**config.mk**
```make
export PLATFORM = sky130hd
export DESIGN_NAME = rpet_event_timing
export DESIGN_NICKNAME = d
export VERILOG_FILES = /design/src/rpet_delay.v /design/src/rpet_event_timing.v
export VERILOG_INCLUDE_DIRS = /design/src
export SDC_FILE = /design/constraint.sdc
export NUM_CORES = 2
export LEC_CHECK = 0
export BUFFER_PORTS_ARGS = -buffer_cell sky130_fd_sc_hd__buf_2
export CORE_MARGIN = 2
export CORE_UTILIZATION = 60
export DETAILED_ROUTE_END_ITERATION = 10
export GPL_TIMING_DRIVEN = 0
export PLACE_DENSITY = 0.77
export SLEW_MARGIN = 30
export SYNTH_ARGS = -nofsm -noshare
export SYNTH_HDL_FRONTEND = slang
export SYNTH_SLANG_ARGS = --single-unit
```
**constraint.sdc**
```tcl
create_clock -name clk -period 9.45 [get_ports clk]
set_input_delay 1.89 -clock clk [delete_from_list [all_inputs] [get_ports clk]]
set_output_delay 1.89 -clock clk [all_outputs]
set_load 0.02 [all_outputs]
```
**src/rpet_consts.vh**
```
// Constants for the radio packet event timing block
`ifndef RPET_CONSTS_VH
`define RPET_CONSTS_VH
`define RPET_CLK_MHZ 50
// Register offsets
`define RPET_ADDR_ADC_CLK 8'h08
`define RPET_ADDR_IWAIT_LO 8'h17
`define RPET_ADDR_IWAIT_HI 8'h18
`define RPET_ADDR_PEND0 8'h40
`define RPET_ADDR_PEND1 8'h41
`define RPET_ADDR_PEND2 8'h42
`define RPET_ADDR_PEND3 8'h43
`define RPET_ADDR_MASK0 8'h44
`define RPET_ADDR_MASK1 8'h45
`define RPET_ADDR_MASK2 8'h46
`define RPET_ADDR_MASK3 8'h47
`define RPET_ADDR_CTRL 8'h48
`define RPET_ADDR_AVG 8'h49
`define RPET_ADDR_IRQ 8'h4A
// Field positions
`define RPET_ADC_CLK_BIT 4
`define RPET_CTRL_FEC_BIT 0
`define RPET_CTRL_IDET_BIT 1
`define RPET_CTRL_RATE_LO 2
`define RPET_CTRL_RATE_HI 3
// Reset values
`define RPET_RST_BYTE 8'h00
`define RPET_RST_MASK 32'h0000_0000
`define RPET_RST_AVG 8'h08
// Interrupt numbers
`define RPET_INT_CCA 8
`define RPET_INT_RF 10
`define RPET_INT_TXLEN 13
`define RPET_INT_RXFE 14
`define RPET_INT_TXFE 15
`define RPET_INT_TXDONE 16
`define RPET_INT_RXDONE 18
`define RPET_INT_CRC 20
`define RPET_INT_TXACC 22
`define RPET_INT_ACK 24
`define RPET_INT_PLL 25
// Times in ns, cycles derived at the clock rate
`define RPET_NS2CYC(t) (((t) * `RPET_CLK_MHZ) / 1000)
`define RPET_T_ADC18_NS 17700
`define RPET_T_ADC20_NS 16000
`define RPET_T_TXON_IDLE_NS 122000
`define RPET_T_TXON_RX_NS 89000
`define RPET_T_RXON_IDLE_NS 136000
`define RPET_T_RXON_TX_NS 142000
`define RPET_T_OFF_TX_NS 410000
`define RPET_T_OFF_RX_NS 11000
`define RPET_T_FOFF_RX_NS 10000
`define RPET_T_TXDLY_NS 154000
`define RPET_T_TXDLY_FEC_NS 224000
`define RPET_T_RXDLY_NS 5000
`define RPET_T_RXDLY_FEC_NS 315000
`define RPET_T_ACK_NS 92000
// Symbol time 2.5 us at 400 kbps is the base tick
`define RPET_T_TICK_NS 2500
`define RPET_TICKS_50K 8
`define RPET_TICKS_100K 4
`define RPET_TICKS_200K 2
`define RPET_TICKS_400K 1
`endif

```
**src/rpet_delay.v**
```verilog
// One-shot delay timer that pulses when a loaded cycle count expires
`timescale 1ns/1ps
module rpet_delay (
   clk,
   rst_n,
   start,
   load_count,
   cancel,
   done
);
   input wire clk;
   input wire rst_n;
   input wire start;
   input wire [31:0] load_count;
   input wire cancel;
   output reg done;
   reg [31:0] count_reg;
   reg busy_reg;
   always @(posedge clk or negedge rst_n) begin
      if (!rst_n) begin
         count_reg <= 32'h0000_0000;
         busy_reg <= 1'b0;
         done <= 1'b0;
      end else begin
         done <= 1'b0;
         if (cancel) begin
            busy_reg <= 1'b0;
         end else if (start) begin
            // Restart wins so a new reference point replaces the old one
            count_reg <= (load_count == 32'h0000_0000) ? 32'h0000_0001 : load_count;
            busy_reg <= 1'b1;
         end else if (busy_reg) begin
            if (count_reg == 32'h0000_0001) begin
               busy_reg <= 1'b0;
               done <= 1'b1;
            end
            count_reg <= count_reg - 32'h0000_0001;
         end
      end
   end
endmodule // rpet_delay

```
**src/rpet_event_timing.v**
```verilog
// Packet handler event timing and pending interrupt bits
// Overview of operation
// Host loads the whole transmit packet before issuing transmit-on.
// Assessment done after (averaging + idle wait + 2) conversions, normal or idle.
// Busy channel in idle-detect mode: done after (averaging + 2) conversions.
// A conversion is 17.7 us at 1.8 MHz, 16 us at 2.0 MHz.
// Host arms abort timer under diversity; completion may never come.
// Transition done: tx-on 122/89 us, rx-on 136/142 us by origin state.
// Off done 410 us from tx, 11 us from rx; forced 410/10 us.
// Transmit length error raised when host writes a bad length.
// Receive buffer error on third packet, overflow or underflow.
// Transmit buffer error on third packet, write overflow or send underflow.
// Tx done without coding: all bits times symbol time plus 154 us.
// Tx done with coding: header bits plus doubled rest, plus 224 us.
// Rx done after length-to-check bits, doubled coded, plus 5 or 315 us.
// Check error raised at rx-done moment with same delay.
// Transmit request accepted once whole packet is in that buffer.
// Acknowledge ready 92 us after receive completion.
// PLL unlock reported only while amplifier or receiver is enabled.
// Symbol time 10 us at 100 kbps; 20, 5, 2.5 at other rates.
// Events latch while masked; interrupt rises once mask is lifted.
// Each source has a pending bit by number; buffer pairs adjacent.
`timescale 1ns/1ps
`include "rpet_consts.vh"
module rpet_event_timing (
   clk,
   reset_n,
   reg_addr,
   reg_wdata,
   reg_wr,
   reg_rd,
   reg_rdata,
   cca_start,
   cca_busy,
   cmd_tx_on,
   cmd_rx_on,
   cmd_off,
   cmd_force_off,
   state_tx,
   state_rx,
   tx_write_bad_len,
   tx_full_written,
   tx_buf_sel,
   tx_third_packet,
   tx_overflow,
   tx_underflow,
   tx_bits,
   rx_sfd,
   rx_buf_sel,
   rx_bits,
   rx_crc_bad,
   rx_third_packet,
   rx_overflow,
   rx_underflow,
   pa_enabled,
   rx_enabled,
   pll_unlock_pin,
   irq
);
   input wire clk;
   input wire reset_n;
   input wire [7:0] reg_addr;
   input wire [7:0] reg_wdata;
   input wire reg_wr;
   input wire reg_rd;
   output reg [7:0] reg_rdata;
   input wire cca_start;
   input wire cca_busy;
   input wire cmd_tx_on;
   input wire cmd_rx_on;
   input wire cmd_off;
   input wire cmd_force_off;
   input wire state_tx;
   input wire state_rx;
   input wire tx_write_bad_len;
   input wire tx_full_written;
   input wire tx_buf_sel;
   input wire tx_third_packet;
   input wire tx_overflow;
   input wire tx_underflow;
   input wire [15:0] tx_bits;
   input wire rx_sfd;
   input wire rx_buf_sel;
   input wire [15:0] rx_bits;
   input wire rx_crc_bad;
   input wire rx_third_packet;
   input wire rx_overflow;
   input wire rx_underflow;
   input wire pa_enabled;
   input wire rx_enabled;
   input wire pll_unlock_pin;
   output reg irq;

   // Reset release
   // Synchronised release, so all flops leave reset on one edge
   reg rst_s1_reg;
   reg rst_n_reg;
   always @(posedge clk or negedge reset_n) begin
      if (!reset_n) begin
         rst_s1_reg <= 1'b0;
         rst_n_reg <= 1'b0;
      end else begin
         rst_s1_reg <= 1'b1;
         rst_n_reg <= rst_s1_reg;
      end
   end

   // Unlock pin is asynchronous; three stages, change taken when last two agree
   reg [2:0] pll_sync_reg;
   reg pll_level_reg;
   always @(posedge clk or negedge rst_n_reg) begin
      if (!rst_n_reg) begin
         pll_sync_reg <= 3'h0;
         pll_level_reg <= 1'b0;
      end else begin
         pll_sync_reg <= {pll_sync_reg[1:0], pll_unlock_pin};
         // Disagreeing stages keep the last agreed level
         if (pll_sync_reg[1] == pll_sync_reg[2]) begin
            pll_level_reg <= pll_sync_reg[2];
         end
      end
   end

   // Registers
   reg [7:0] adc_clock_select_reg;
   reg [7:0] idle_wait_low_reg;
   reg [7:0] idle_wait_high_reg;
   reg [7:0] ctrl_reg;
   reg [7:0] avg_reg;
   reg [31:0] mask_reg;
   reg [31:0] pend_reg;
   reg [31:0] pend_next;
   reg [31:0] set_vec;
   reg [31:0] clr_vec;

   wire fec_on = ctrl_reg[`RPET_CTRL_FEC_BIT];
   wire [1:0] rate_sel = ctrl_reg[`RPET_CTRL_RATE_HI:`RPET_CTRL_RATE_LO];

   // Conversion time by converter clock selection
   wire [31:0] adc_cyc = adc_clock_select_reg[`RPET_ADC_CLK_BIT] ?
      `RPET_NS2CYC(`RPET_T_ADC20_NS) : `RPET_NS2CYC(`RPET_T_ADC18_NS);
   wire [31:0] iwait = {16'h0000, idle_wait_high_reg, idle_wait_low_reg};
   wire [31:0] avg_w = {24'h0000_00, avg_reg};
   // Busy result in idle-detect mode drops the idle wait
   // Latched at start so a later busy change cannot alter the delay
   reg cca_busy_reg;
   wire [31:0] cca_conv = (ctrl_reg[`RPET_CTRL_IDET_BIT] && cca_busy_reg) ?
      (avg_w + 32'h0000_0002) : (avg_w + iwait + 32'h0000_0002);
   wire [31:0] cca_cyc = cca_conv * adc_cyc;

   // Symbol time in 2.5 us ticks
   reg [31:0] sym_ticks;
   always @* begin
      case (rate_sel)
         2'd0: sym_ticks = `RPET_TICKS_50K;
         2'd1: sym_ticks = `RPET_TICKS_100K;
         2'd2: sym_ticks = `RPET_TICKS_200K;
         default: sym_ticks = `RPET_TICKS_400K;
      endcase
   end
   wire [31:0] sym_cyc = sym_ticks * `RPET_NS2CYC(`RPET_T_TICK_NS);

   // Host supplies tx_bits as preamble-to-check, already doubled for coding
   wire [31:0] tx_cyc = ({16'h0000, tx_bits} * sym_cyc) + (fec_on ?
      `RPET_NS2CYC(`RPET_T_TXDLY_FEC_NS) : `RPET_NS2CYC(`RPET_T_TXDLY_NS));
   // Receive length comes in uncoded; coding doubles it here
   wire [31:0] rx_len = fec_on ? {15'h0000, rx_bits, 1'b0} : {16'h0000, rx_bits};
   wire [31:0] rx_cyc = (rx_len * sym_cyc) + (fec_on ?
      `RPET_NS2CYC(`RPET_T_RXDLY_FEC_NS) : `RPET_NS2CYC(`RPET_T_RXDLY_NS));

   // Transition time by command and origin state
   // Off from idle has no figure of its own; the receive one is used
   reg [31:0] rf_cyc;
   always @* begin
      rf_cyc = 32'h0000_0001;
      if (cmd_tx_on) begin
         rf_cyc = state_rx ? `RPET_NS2CYC(`RPET_T_TXON_RX_NS) :
            `RPET_NS2CYC(`RPET_T_TXON_IDLE_NS);
      end else if (cmd_rx_on) begin
         rf_cyc = state_tx ? `RPET_NS2CYC(`RPET_T_RXON_TX_NS) :
            `RPET_NS2CYC(`RPET_T_RXON_IDLE_NS);
      end else if (cmd_off) begin
         rf_cyc = state_tx ? `RPET_NS2CYC(`RPET_T_OFF_TX_NS) :
            `RPET_NS2CYC(`RPET_T_OFF_RX_NS);
      end else if (cmd_force_off) begin
         rf_cyc = state_tx ? `RPET_NS2CYC(`RPET_T_OFF_TX_NS) :
            `RPET_NS2CYC(`RPET_T_FOFF_RX_NS);
      end
   end
   wire rf_cmd = cmd_tx_on | cmd_rx_on | cmd_off | cmd_force_off;

   // Start of assessment loads the delay one cycle later with latched result
   reg cca_go_reg;
   reg tx_sel_reg;
   reg rx_sel_reg;
   reg crc_bad_reg;
   always @(posedge clk or negedge rst_n_reg) begin
      if (!rst_n_reg) begin
         cca_busy_reg <= 1'b0;
         cca_go_reg <= 1'b0;
         tx_sel_reg <= 1'b0;
         rx_sel_reg <= 1'b0;
         crc_bad_reg <= 1'b0;
      end else begin
         cca_go_reg <= cca_start;
         if (cca_start) begin
            cca_busy_reg <= cca_busy;
         end
         if (cmd_tx_on) begin
            tx_sel_reg <= tx_buf_sel;
         end
         if (rx_sfd) begin
            rx_sel_reg <= rx_buf_sel;
         end
         if (rx_crc_bad) begin
            crc_bad_reg <= 1'b1;
         end else if (rx_sfd) begin
            crc_bad_reg <= 1'b0;
         end
      end
   end

   wire cca_done;
   wire rf_done;
   wire tx_done;
   wire rx_done;
   wire ack_done;
   // Diversity abort is host-side; an unfinished assessment is simply never done
   rpet_delay u_cca (.clk(clk), .rst_n(rst_n_reg), .start(cca_go_reg),
      .load_count(cca_cyc), .cancel(1'b0), .done(cca_done));
   rpet_delay u_rf (.clk(clk), .rst_n(rst_n_reg), .start(rf_cmd),
      .load_count(rf_cyc), .cancel(1'b0), .done(rf_done));
   // Forced off abandons a frame in flight, so its timers stop
   rpet_delay u_tx (.clk(clk), .rst_n(rst_n_reg), .start(cmd_tx_on),
      .load_count(tx_cyc), .cancel(cmd_force_off), .done(tx_done));
   rpet_delay u_rx (.clk(clk), .rst_n(rst_n_reg), .start(rx_sfd),
      .load_count(rx_cyc), .cancel(cmd_force_off), .done(rx_done));
   rpet_delay u_ack (.clk(clk), .rst_n(rst_n_reg), .start(rx_done),
      .load_count(`RPET_NS2CYC(`RPET_T_ACK_NS)), .cancel(cmd_force_off),
      .done(ack_done));

   // Each buffer owns one bit of every pair, the first buffer the even bit
   wire [1:0] buf_tx_done;
   wire [1:0] buf_rx_done;
   wire [1:0] buf_crc_err;
   wire [1:0] buf_tx_acc;
   genvar bi;
   generate
      for (bi = 0; bi < 2; bi = bi + 1) begin : g_buf
         localparam [0:0] buf_id = bi;
         assign buf_tx_done[bi] = tx_done && (tx_sel_reg == buf_id);
         assign buf_rx_done[bi] = rx_done && !crc_bad_reg && (rx_sel_reg == buf_id);
         assign buf_crc_err[bi] = rx_done && crc_bad_reg && (rx_sel_reg == buf_id);
         assign buf_tx_acc[bi] = tx_full_written && (tx_buf_sel == buf_id);
      end
   endgenerate

   // Event sources by interrupt number
   wire pll_active = (state_tx && pa_enabled) || (state_rx && rx_enabled);
   always @* begin
      set_vec = 32'h0000_0000;
      set_vec[`RPET_INT_CCA] = cca_done;
      set_vec[`RPET_INT_RF] = rf_done;
      set_vec[`RPET_INT_TXLEN] = tx_write_bad_len;
      set_vec[`RPET_INT_RXFE] = rx_third_packet | rx_overflow | rx_underflow;
      set_vec[`RPET_INT_TXFE] = tx_third_packet | tx_overflow | tx_underflow;
      set_vec[`RPET_INT_TXDONE +: 2] = buf_tx_done;
      set_vec[`RPET_INT_RXDONE +: 2] = buf_rx_done;
      set_vec[`RPET_INT_CRC +: 2] = buf_crc_err;
      set_vec[`RPET_INT_TXACC +: 2] = buf_tx_acc;
      set_vec[`RPET_INT_ACK] = ack_done;
      // Re-set every cycle while unlocked and active
      set_vec[`RPET_INT_PLL] = pll_level_reg && pll_active;
   end

   // Clear by writing one to a pending byte
   genvar gi;
   generate
      for (gi = 0; gi < 4; gi = gi + 1) begin : g_clr
         always @* begin
            clr_vec[gi*8 +: 8] = (reg_wr && reg_addr == (`RPET_ADDR_PEND0 + gi)) ?
               reg_wdata : 8'h00;
         end
      end
   endgenerate

   always @* begin
      // Set wins over clear; masking never blocks the latch
      pend_next = (pend_reg & ~clr_vec) | set_vec;
   end

   always @(posedge clk or negedge rst_n_reg) begin
      if (!rst_n_reg) begin
         adc_clock_select_reg <= `RPET_RST_BYTE;
         idle_wait_low_reg <= `RPET_RST_BYTE;
         idle_wait_high_reg <= `RPET_RST_BYTE;
         ctrl_reg <= `RPET_RST_BYTE;
         avg_reg <= `RPET_RST_AVG;
         mask_reg <= `RPET_RST_MASK;
         pend_reg <= `RPET_RST_MASK;
         irq <= 1'b0;
         reg_rdata <= 8'h00;
      end else begin
         pend_reg <= pend_next;
         // Mask bit one enables; interrupt follows one cycle after the mask register loads on unmask
         irq <= |(pend_next & mask_reg);
         // Pending bytes clear through clr_vec, not here
         if (reg_wr) begin
            case (reg_addr)
               `RPET_ADDR_ADC_CLK: adc_clock_select_reg <= reg_wdata;
               `RPET_ADDR_IWAIT_LO: idle_wait_low_reg <= reg_wdata;
               `RPET_ADDR_IWAIT_HI: idle_wait_high_reg <= reg_wdata;
               `RPET_ADDR_MASK0: mask_reg[7:0] <= reg_wdata;
               `RPET_ADDR_MASK1: mask_reg[15:8] <= reg_wdata;
               `RPET_ADDR_MASK2: mask_reg[23:16] <= reg_wdata;
               `RPET_ADDR_MASK3: mask_reg[31:24] <= reg_wdata;
               `RPET_ADDR_CTRL: ctrl_reg <= {4'h0, reg_wdata[3:0]};
               `RPET_ADDR_AVG: avg_reg <= reg_wdata;
               default: ;
            endcase
         end
         reg_rdata <= 8'h00;
         if (reg_rd) begin
            case (reg_addr)
               `RPET_ADDR_ADC_CLK: reg_rdata <= adc_clock_select_reg;
               `RPET_ADDR_IWAIT_LO: reg_rdata <= idle_wait_low_reg;
               `RPET_ADDR_IWAIT_HI: reg_rdata <= idle_wait_high_reg;
               `RPET_ADDR_PEND0: reg_rdata <= pend_reg[7:0];
               `RPET_ADDR_PEND1: reg_rdata <= pend_reg[15:8];
               `RPET_ADDR_PEND2: reg_rdata <= pend_reg[23:16];
               `RPET_ADDR_PEND3: reg_rdata <= pend_reg[31:24];
               `RPET_ADDR_MASK0: reg_rdata <= mask_reg[7:0];
               `RPET_ADDR_MASK1: reg_rdata <= mask_reg[15:8];
               `RPET_ADDR_MASK2: reg_rdata <= mask_reg[23:16];
               `RPET_ADDR_MASK3: reg_rdata <= mask_reg[31:24];
               `RPET_ADDR_CTRL: reg_rdata <= ctrl_reg;
               `RPET_ADDR_AVG: reg_rdata <= avg_reg;
               `RPET_ADDR_IRQ: reg_rdata <= {7'h00, irq};
               default: reg_rdata <= 8'h00;
            endcase
         end
      end
   end
endmodule // rpet_event_timing

```
# ---- Word level (Yosys, flattened, before mapping)
# Index checks and enable logic that the tools add are counted.
dict set report totals {
  ff_bits 290
  input_bits 75
  out_inout_bits 9
  wordCells 203
}
dict set report classes {
  n_addsub 10
  mul 4
  n_eq_ne 22
  muxes 72
  bitwise 15
  n_reduce_logical 44
}
# op n
set op_table {}
lappend op_table {{2-to-1 mux 32 bit} 12}
lappend op_table {{equality test 32 x 1 -> 1 bit (second input constant)} 5}
lappend op_table {{subtractor 32 x 1 -> 32 bit (second input constant)} 5}
lappend op_table {{logical NOT 32 bit} 4}
lappend op_table {{one-hot mux 8 bit (14 select lines)} 1}
lappend op_table {{2-to-1 mux 15 bit} 7}
lappend op_table {{equality test 8 x 7 -> 1 bit (second input constant)} 11}
lappend op_table {{adder 32 x 14 -> 32 bit} 2}
lappend op_table {{bitwise AND 32 bit} 2}
lappend op_table {{2-to-1 mux 8 bit} 5}
lappend op_table {{2-to-1 mux 1 bit} 38}
lappend op_table {{multiplier 16 x 32 -> 32 bit} 1}
lappend op_table {{multiplier 17 x 32 -> 32 bit} 1}
lappend op_table {{multiplier 32 x 7 -> 32 bit (second input constant)} 1}
lappend op_table {{NOT 32 bit} 1}
lappend op_table {{OR 32 x 26 -> 32 bit} 1}
lappend op_table {{OR reduction 32 bit} 1}
lappend op_table {{multiplier 18 x 10 -> 28 bit} 1}
lappend op_table {{2-to-1 mux 14 bit} 2}
lappend op_table {{2-to-1 mux 28 bit} 1}
lappend op_table {{AND reduction 2 bit} 12}
lappend op_table {{adder 17 x 2 -> 18 bit (second input constant)} 1}
lappend op_table {{logical AND 1 bit} 18}
lappend op_table {{2-to-1 mux 18 bit} 1}
lappend op_table {{other kinds (18)} 33}

# ---- Longest topological paths before layout
dict set report depth {
  ltp_word 8
  mapped_depth 36
  depth_no_buf 35
}

# ---- By module
# From an unflattened synthesis, not the netlist that was laid out.
dict set report hier_totals {
  cells_unflattened 3963
  hier_area_um2 35860.6
}
# mod instances cells_each area_per_inst_um2 seq_area_each_um2
set by_module_without_submodules {}
lappend by_module_without_submodules {rpet_event_timing 1 2728 25119.1 3004.1}
lappend by_module_without_submodules {rpet_delay 5 247 2148.3 850.8}

# ---- Worst setup path before layout
# No wires, ideal clock.
dict set report synth_timing {
  kind {register -> register}
  start {register ctrl_reg[3]}
  end {register u_tx.count_reg[0]}
  arrival_ns 7.995
  required_time_ns 9.384
  slack_ns 1.389
  path_stages_with_launch 34
  n_path_buf 2
  cell_sequence {dfrtp_1 -> inv_1 -> ha_1 -> xor2_1 -> nand2_1 -> nand2_1 -> ha_1 -> nand2_1 -> nor2_1 -> o21ai_0 -> nand2_1 -> a32oi_1 -> clkbuf_1 -> nand2_1 -> fa_1 -> fa_1 -> inv_1 -> fa_1 -> fa_1 -> fa_1 -> inv_1 -> fa_1 -> inv_1 -> ha_1 -> buf_2 -> nand4_1 -> or2_2 -> or3_1 -> a31oi_1 -> a41oi_1 -> o31a_1 -> a2111oi_0 -> and3_1 -> a41o_1}
}
dict set report synth_via {
  elab_chain_cells 8
  elab_cells_between_ends 10
  classes_between {add/sub: 1; mul: 2; eq/ne: 2; mux: 3; reduce/logical: 2}
}
# element line
set synth_rtl {}
lappend synth_rtl {{start, declared} rpet_event_timing.v:128} ;# reg [7:0] ctrl_reg;
lappend synth_rtl {{start signal, assigned} rpet_event_timing.v:297} ;# ctrl_reg <= `RPET_RST_BYTE;
lappend synth_rtl {{start signal, assigned} rpet_event_timing.v:317} ;# `RPET_ADDR_CTRL: ctrl_reg <= {4'h0, reg_wdata[3:0]};
lappend synth_rtl {{equality test 2 bit (tied with other cells)} rpet_event_timing.v:154} ;# case (rate_sel)
lappend synth_rtl {{one-hot mux 4 bit (3 select lines) *} rpet_event_timing.v:154}
lappend synth_rtl {{multiplier 32 x 7 -> 32 bit (no line) *} --}
lappend synth_rtl {{multiplier 16 x 32 -> 32 bit *} rpet_event_timing.v:164} ;# wire [31:0] tx_cyc = ({16'h0000, tx_bits} * sym_cyc) + (fec_on ?
lappend synth_rtl {{adder 32 x 14 -> 32 bit *} rpet_event_timing.v:164}
lappend synth_rtl {{logical NOT 32 bit} rpet_delay.v:30} ;# count_reg <= (load_count == 32'h0000_0000) ? 32'h0000_0001 : load_count;
lappend synth_rtl {{2-to-1 mux 32 bit *} rpet_delay.v:30}
lappend synth_rtl {{2-to-1 mux 32 bit *} rpet_delay.v:28} ;# end else if (start) begin
lappend synth_rtl {{end signal, assigned} rpet_delay.v:30}
lappend synth_rtl {{end signal, assigned} rpet_delay.v:37} ;# count_reg <= count_reg - 32'h0000_0001;
lappend synth_rtl {{end, declared} rpet_delay.v:17} ;# reg [31:0] count_reg;
# Every way passes the cells marked *; elsewhere a longest branch is shown, timed or not.
# A chain may end at the register's enable or synchronous reset.

# ---- Worst setup path in the final report
# Same ends and word-level chain as after synthesis.

==> metrics.yaml <==
run_status:
  status: "finished, final reports clean"
detailed_routing:
  viasPerCell: 6.04
  first_iter_violations: 2734
  vias: 29500
  routed_wl_um: 94000
  ant_nets: 0
  drcViolationCount: 0
  first_pass_iters: 8
  wl_per_cell_um: 19.2
floorplanning:
  placementRows: 89
  die_w_um: 247
  initial_core_util_pct: 60.5
  core-area_mm2: 0.0588
  ioPinCount: 84
  chipHeight_um: 247
  die-area_mm2: 0.0612
logic_synthesis:
  synth_top_family_by_area: "adder cells"
  yosys.cell_types.count: 90
  yosysTopAreaCell: "fa_1"
  synth_seq_cells: 290
  synth_compound_area_share_pct: 13.2
  synth_nets: 4781
  ys.flop_type: "dfrtp_1"
  synthMuxAreaShare_pct: 3.77
  avgSynthCellArea_um2: 8.93
  ys_warn_count: 0
  synthTopCellsByArea: "fa_1 (21%), dfrtp_1 (20%), ha_1 (12%)"
  synth_enable_flop_cells: 0
  yosysSeqAreaShare_pct: 20.4
  synth_area_mm2: 0.0355
  async_flop_share_pct: 100
  synth_simple_gate_area_share_pct: 17.8
  synthCells: 3981
  synth_xor_area_share_pct: 3.70
  synthAdderAreaFrac_pct: 33.5
  yosysTopAreaCellShare_pct: 21.3
critical_path:
  crit_path_end_kind: "flip-flop"
  r2r-end: "u_tx.count_reg[0]"
  cpMaxStageDelayCell: "fa_1"
  crit_fanout: 10
  crit_arrival_ns: 9.62
  critical_path_required_ns: 9.97
  crit_type: "reg2reg"
  rr_startpoint: "ctrl_reg[3]"
  worst_path_most_repeated_cell: "fa_1"
  ff2ff_path_depth: 33
  r2r_slack_ns: 0.35
  max_stage_delay_ns: 0.56
  setup.worst_path.start: "ctrl_reg[3]"
  crit_path_start_kind: "flip-flop"
clock_tree:
  hold_buffers: 0
  cts_root_buffer: "clkbuf_16"
  htreeDepth: 1
  cts.path.max_buffers: 3
  cts.clk_slew.worst_paths_ns: 0.07
  cts.sinks: 290
  cts_made_buffers: 28
  worstSkewPairLatency_ns: 0.59
  cts_tree: "built"
placement:
  dp_hpwl_um: 74600
  globalplace.congestion: 0.977
  dpl_cell_area_mm2: 0.0371
  port_buffers: 80
  place_inst: 4840
global_route:
  grt_max_degree: 52
  grt_pass1_wl_um: 154000
  grt_pass1_vias: 29700
  gr-total-overflow: 0
  grt_antenna_before_repair: 1
  grt_usage_pct: 31.4
cells_and_area:
  multi_input_area_mm2: 0.0257
  final_area_mm2: 0.0382
  syn_to_final_growth_pct: 7.36
  layout.nets: 4896
  num-fill-cells: 4911
  fin_cells: 4892
  drive_gt1_share_pct: 7.12
  seqCellArea_mm2: 0.00726
power_and_ir_drop:
  power.switching_mw: 5.13
  ir_worst_vdd_v: 0.000328
  pwr-share-comb_pct: 71.7
  clock_power_share_pct: 12.3
  seq_power_share_pct: 16.0
  p_leak_nw: 18.7
  intPower_mw: 4.84
  swShare_pct: 51.5
  fin_total_pwr_mw: 9.98
  power_per_cell_area_mw_per_mm2: 261
sta:
  rsz0062_at_grt: "false"
  fin_skew_ns: 0.0179
  worst_pin_slew_ns: 1.04
  min_period_over_period_pct: 96.3
  period_needed_ns: 9.10
  drv_slew: 0
  finalHoldViolCount: 0
  setup_violations: 0
  timing.fmax_mhz: 110
  holdWs_ns: 0.324
  slew_headroom_pct: 30.7
worst_hold_path:
  hp-class: "reg2async"
flow_run:
  max-cap-violations: 0
## cells in the final DEF, fill, tap and decap left out, types with 103 or more instances in the layout
cell / n
and2_1: 107
a21oi_1: 191
nor2_1: 306
ha_1: 345
clkbuf_1: 157
nor3_1: 103
fa_1: 378
nand2_1: 313
inv_1: 533
dfrtp_1: 286
o21ai_0: 161
## critical path: cells and delay by family, from the launching register on
family,cells,cell delay [ns]
compound gates,7,1.83
xor+xnor,1,0.26
fa+ha+maj,9,3.87
buf+inv,6,0.86
flops,1,0.53
simple gates,10,1.66
## power groups by stage
stage | Clock, mW | Combinational, mW | Sequential (mW)
5_1_grt | 1.29 | 8.07 | 1.62
3_3_place_gp | 0 | 6.79 | 1.63
4_1_cts | 1.24 | 7.02 | 1.59
2_1_floorplan | 0 | 5.26 | 1.58
6_report | 1.22 | 7.15 | 1.60
3_5_place_dp | 0 | 6.96 | 1.61
## Yosys cell counts, drive strengths merged (12+ instances only)
library cell  instances
nor3                107
fa                  378
or4                  18
clkbuf              161
a21oi               191
and2                110
a21o                 41
o22ai                21
nand2               313
xor2                 58
nor2                306
buf                  17
mux2                 85
inv                 533
ha                  347
or3                  31
xnor2                92
a31oi                35
a211oi               12
o21a                 25
mux2i                27
nand2b               87
and3                 28
o31ai                13
a21boi               25
nand4                26
a22oi                33
o21ai               167
or2                  25
nor4                 59
nor2b                64
dfrtp               289
nand3                48
## kinds of logic (layout without fill, tap and decap cells)
| logic type | Yosys count | after routing |
|---|---|---|
| AOI/OAI and AO/OA | 719 | 719 |
| DFF | 290 | 290 |
| xor gates and xnor gates | 150 | 150 |
| muxes | 117 | 117 |
| other | 1 | 2 |
| buffers and inverters | 711 | 848 |
| adders and majority gates | 726 | 726 |
| and+or+nand+nor | 1267 | 1267 |
## timing repair
action | in CTS | in global routing
gates resized for setup | 9 | 16
setup buffers | 0 | 0
endpoints found under the setup margin | 27 | 15
cloned | 0 | 0
pin swaps | 0 | 0
## through the flow
step | TNS, ns | worst slack [ns] | util, %
after floorplan | 0 | 0.771 | -
after global placement | -748.71 | -2.65 | 62.8
after detailed placement | -6.97 | -0.820 | 63.1
after CTS | 0 | 0.0672 | 64.8
after global routing | 0 | 0.0303 | 64.9
final | 0 | 0.353 | 64.9
## worst max path at each step
stage,to,slack [ns],cells after the start
after global placement,u_rx.count_reg[26],-2.65,0
after CTS,u_tx.count_reg[0],0.07,29
after floorplan,adc_clock_select_reg[0],0.77,0
after global routing,u_tx.count_reg[0],0.03,31
after detailed placement,u_tx.count_reg[0],-0.82,31
final,u_tx.count_reg[0],0.35,33
## per-layer routing
metal | share of wire, % | routed length [µm] | vias up | GRT usage [%]
met1 | 41 | 38900 | 14400 | 42.4
met3 | 8.1 | 7640 | 256 | 5.13
met5 | 0 | 0 | - | 0
met4 | 4.7 | 4410 | 0 | 13.1
met2 | 46 | 43100 | 1244 | 50.6
li1 | - | - | 13700 | -
## cell type report
cell class              instances  area share [%]
flip-flops and latches        290            19.0
repair buffers                 86            1.44
well taps                     773            2.53
multi-input cells            2980            67.3
clock buffers                  35            2.04
plain buffers                 177            1.78
diodes                          1         0.00656
clock inverters                17           0.590
inverters                     533            5.24
No activity file was read; power rests on OpenSTA's default activity.
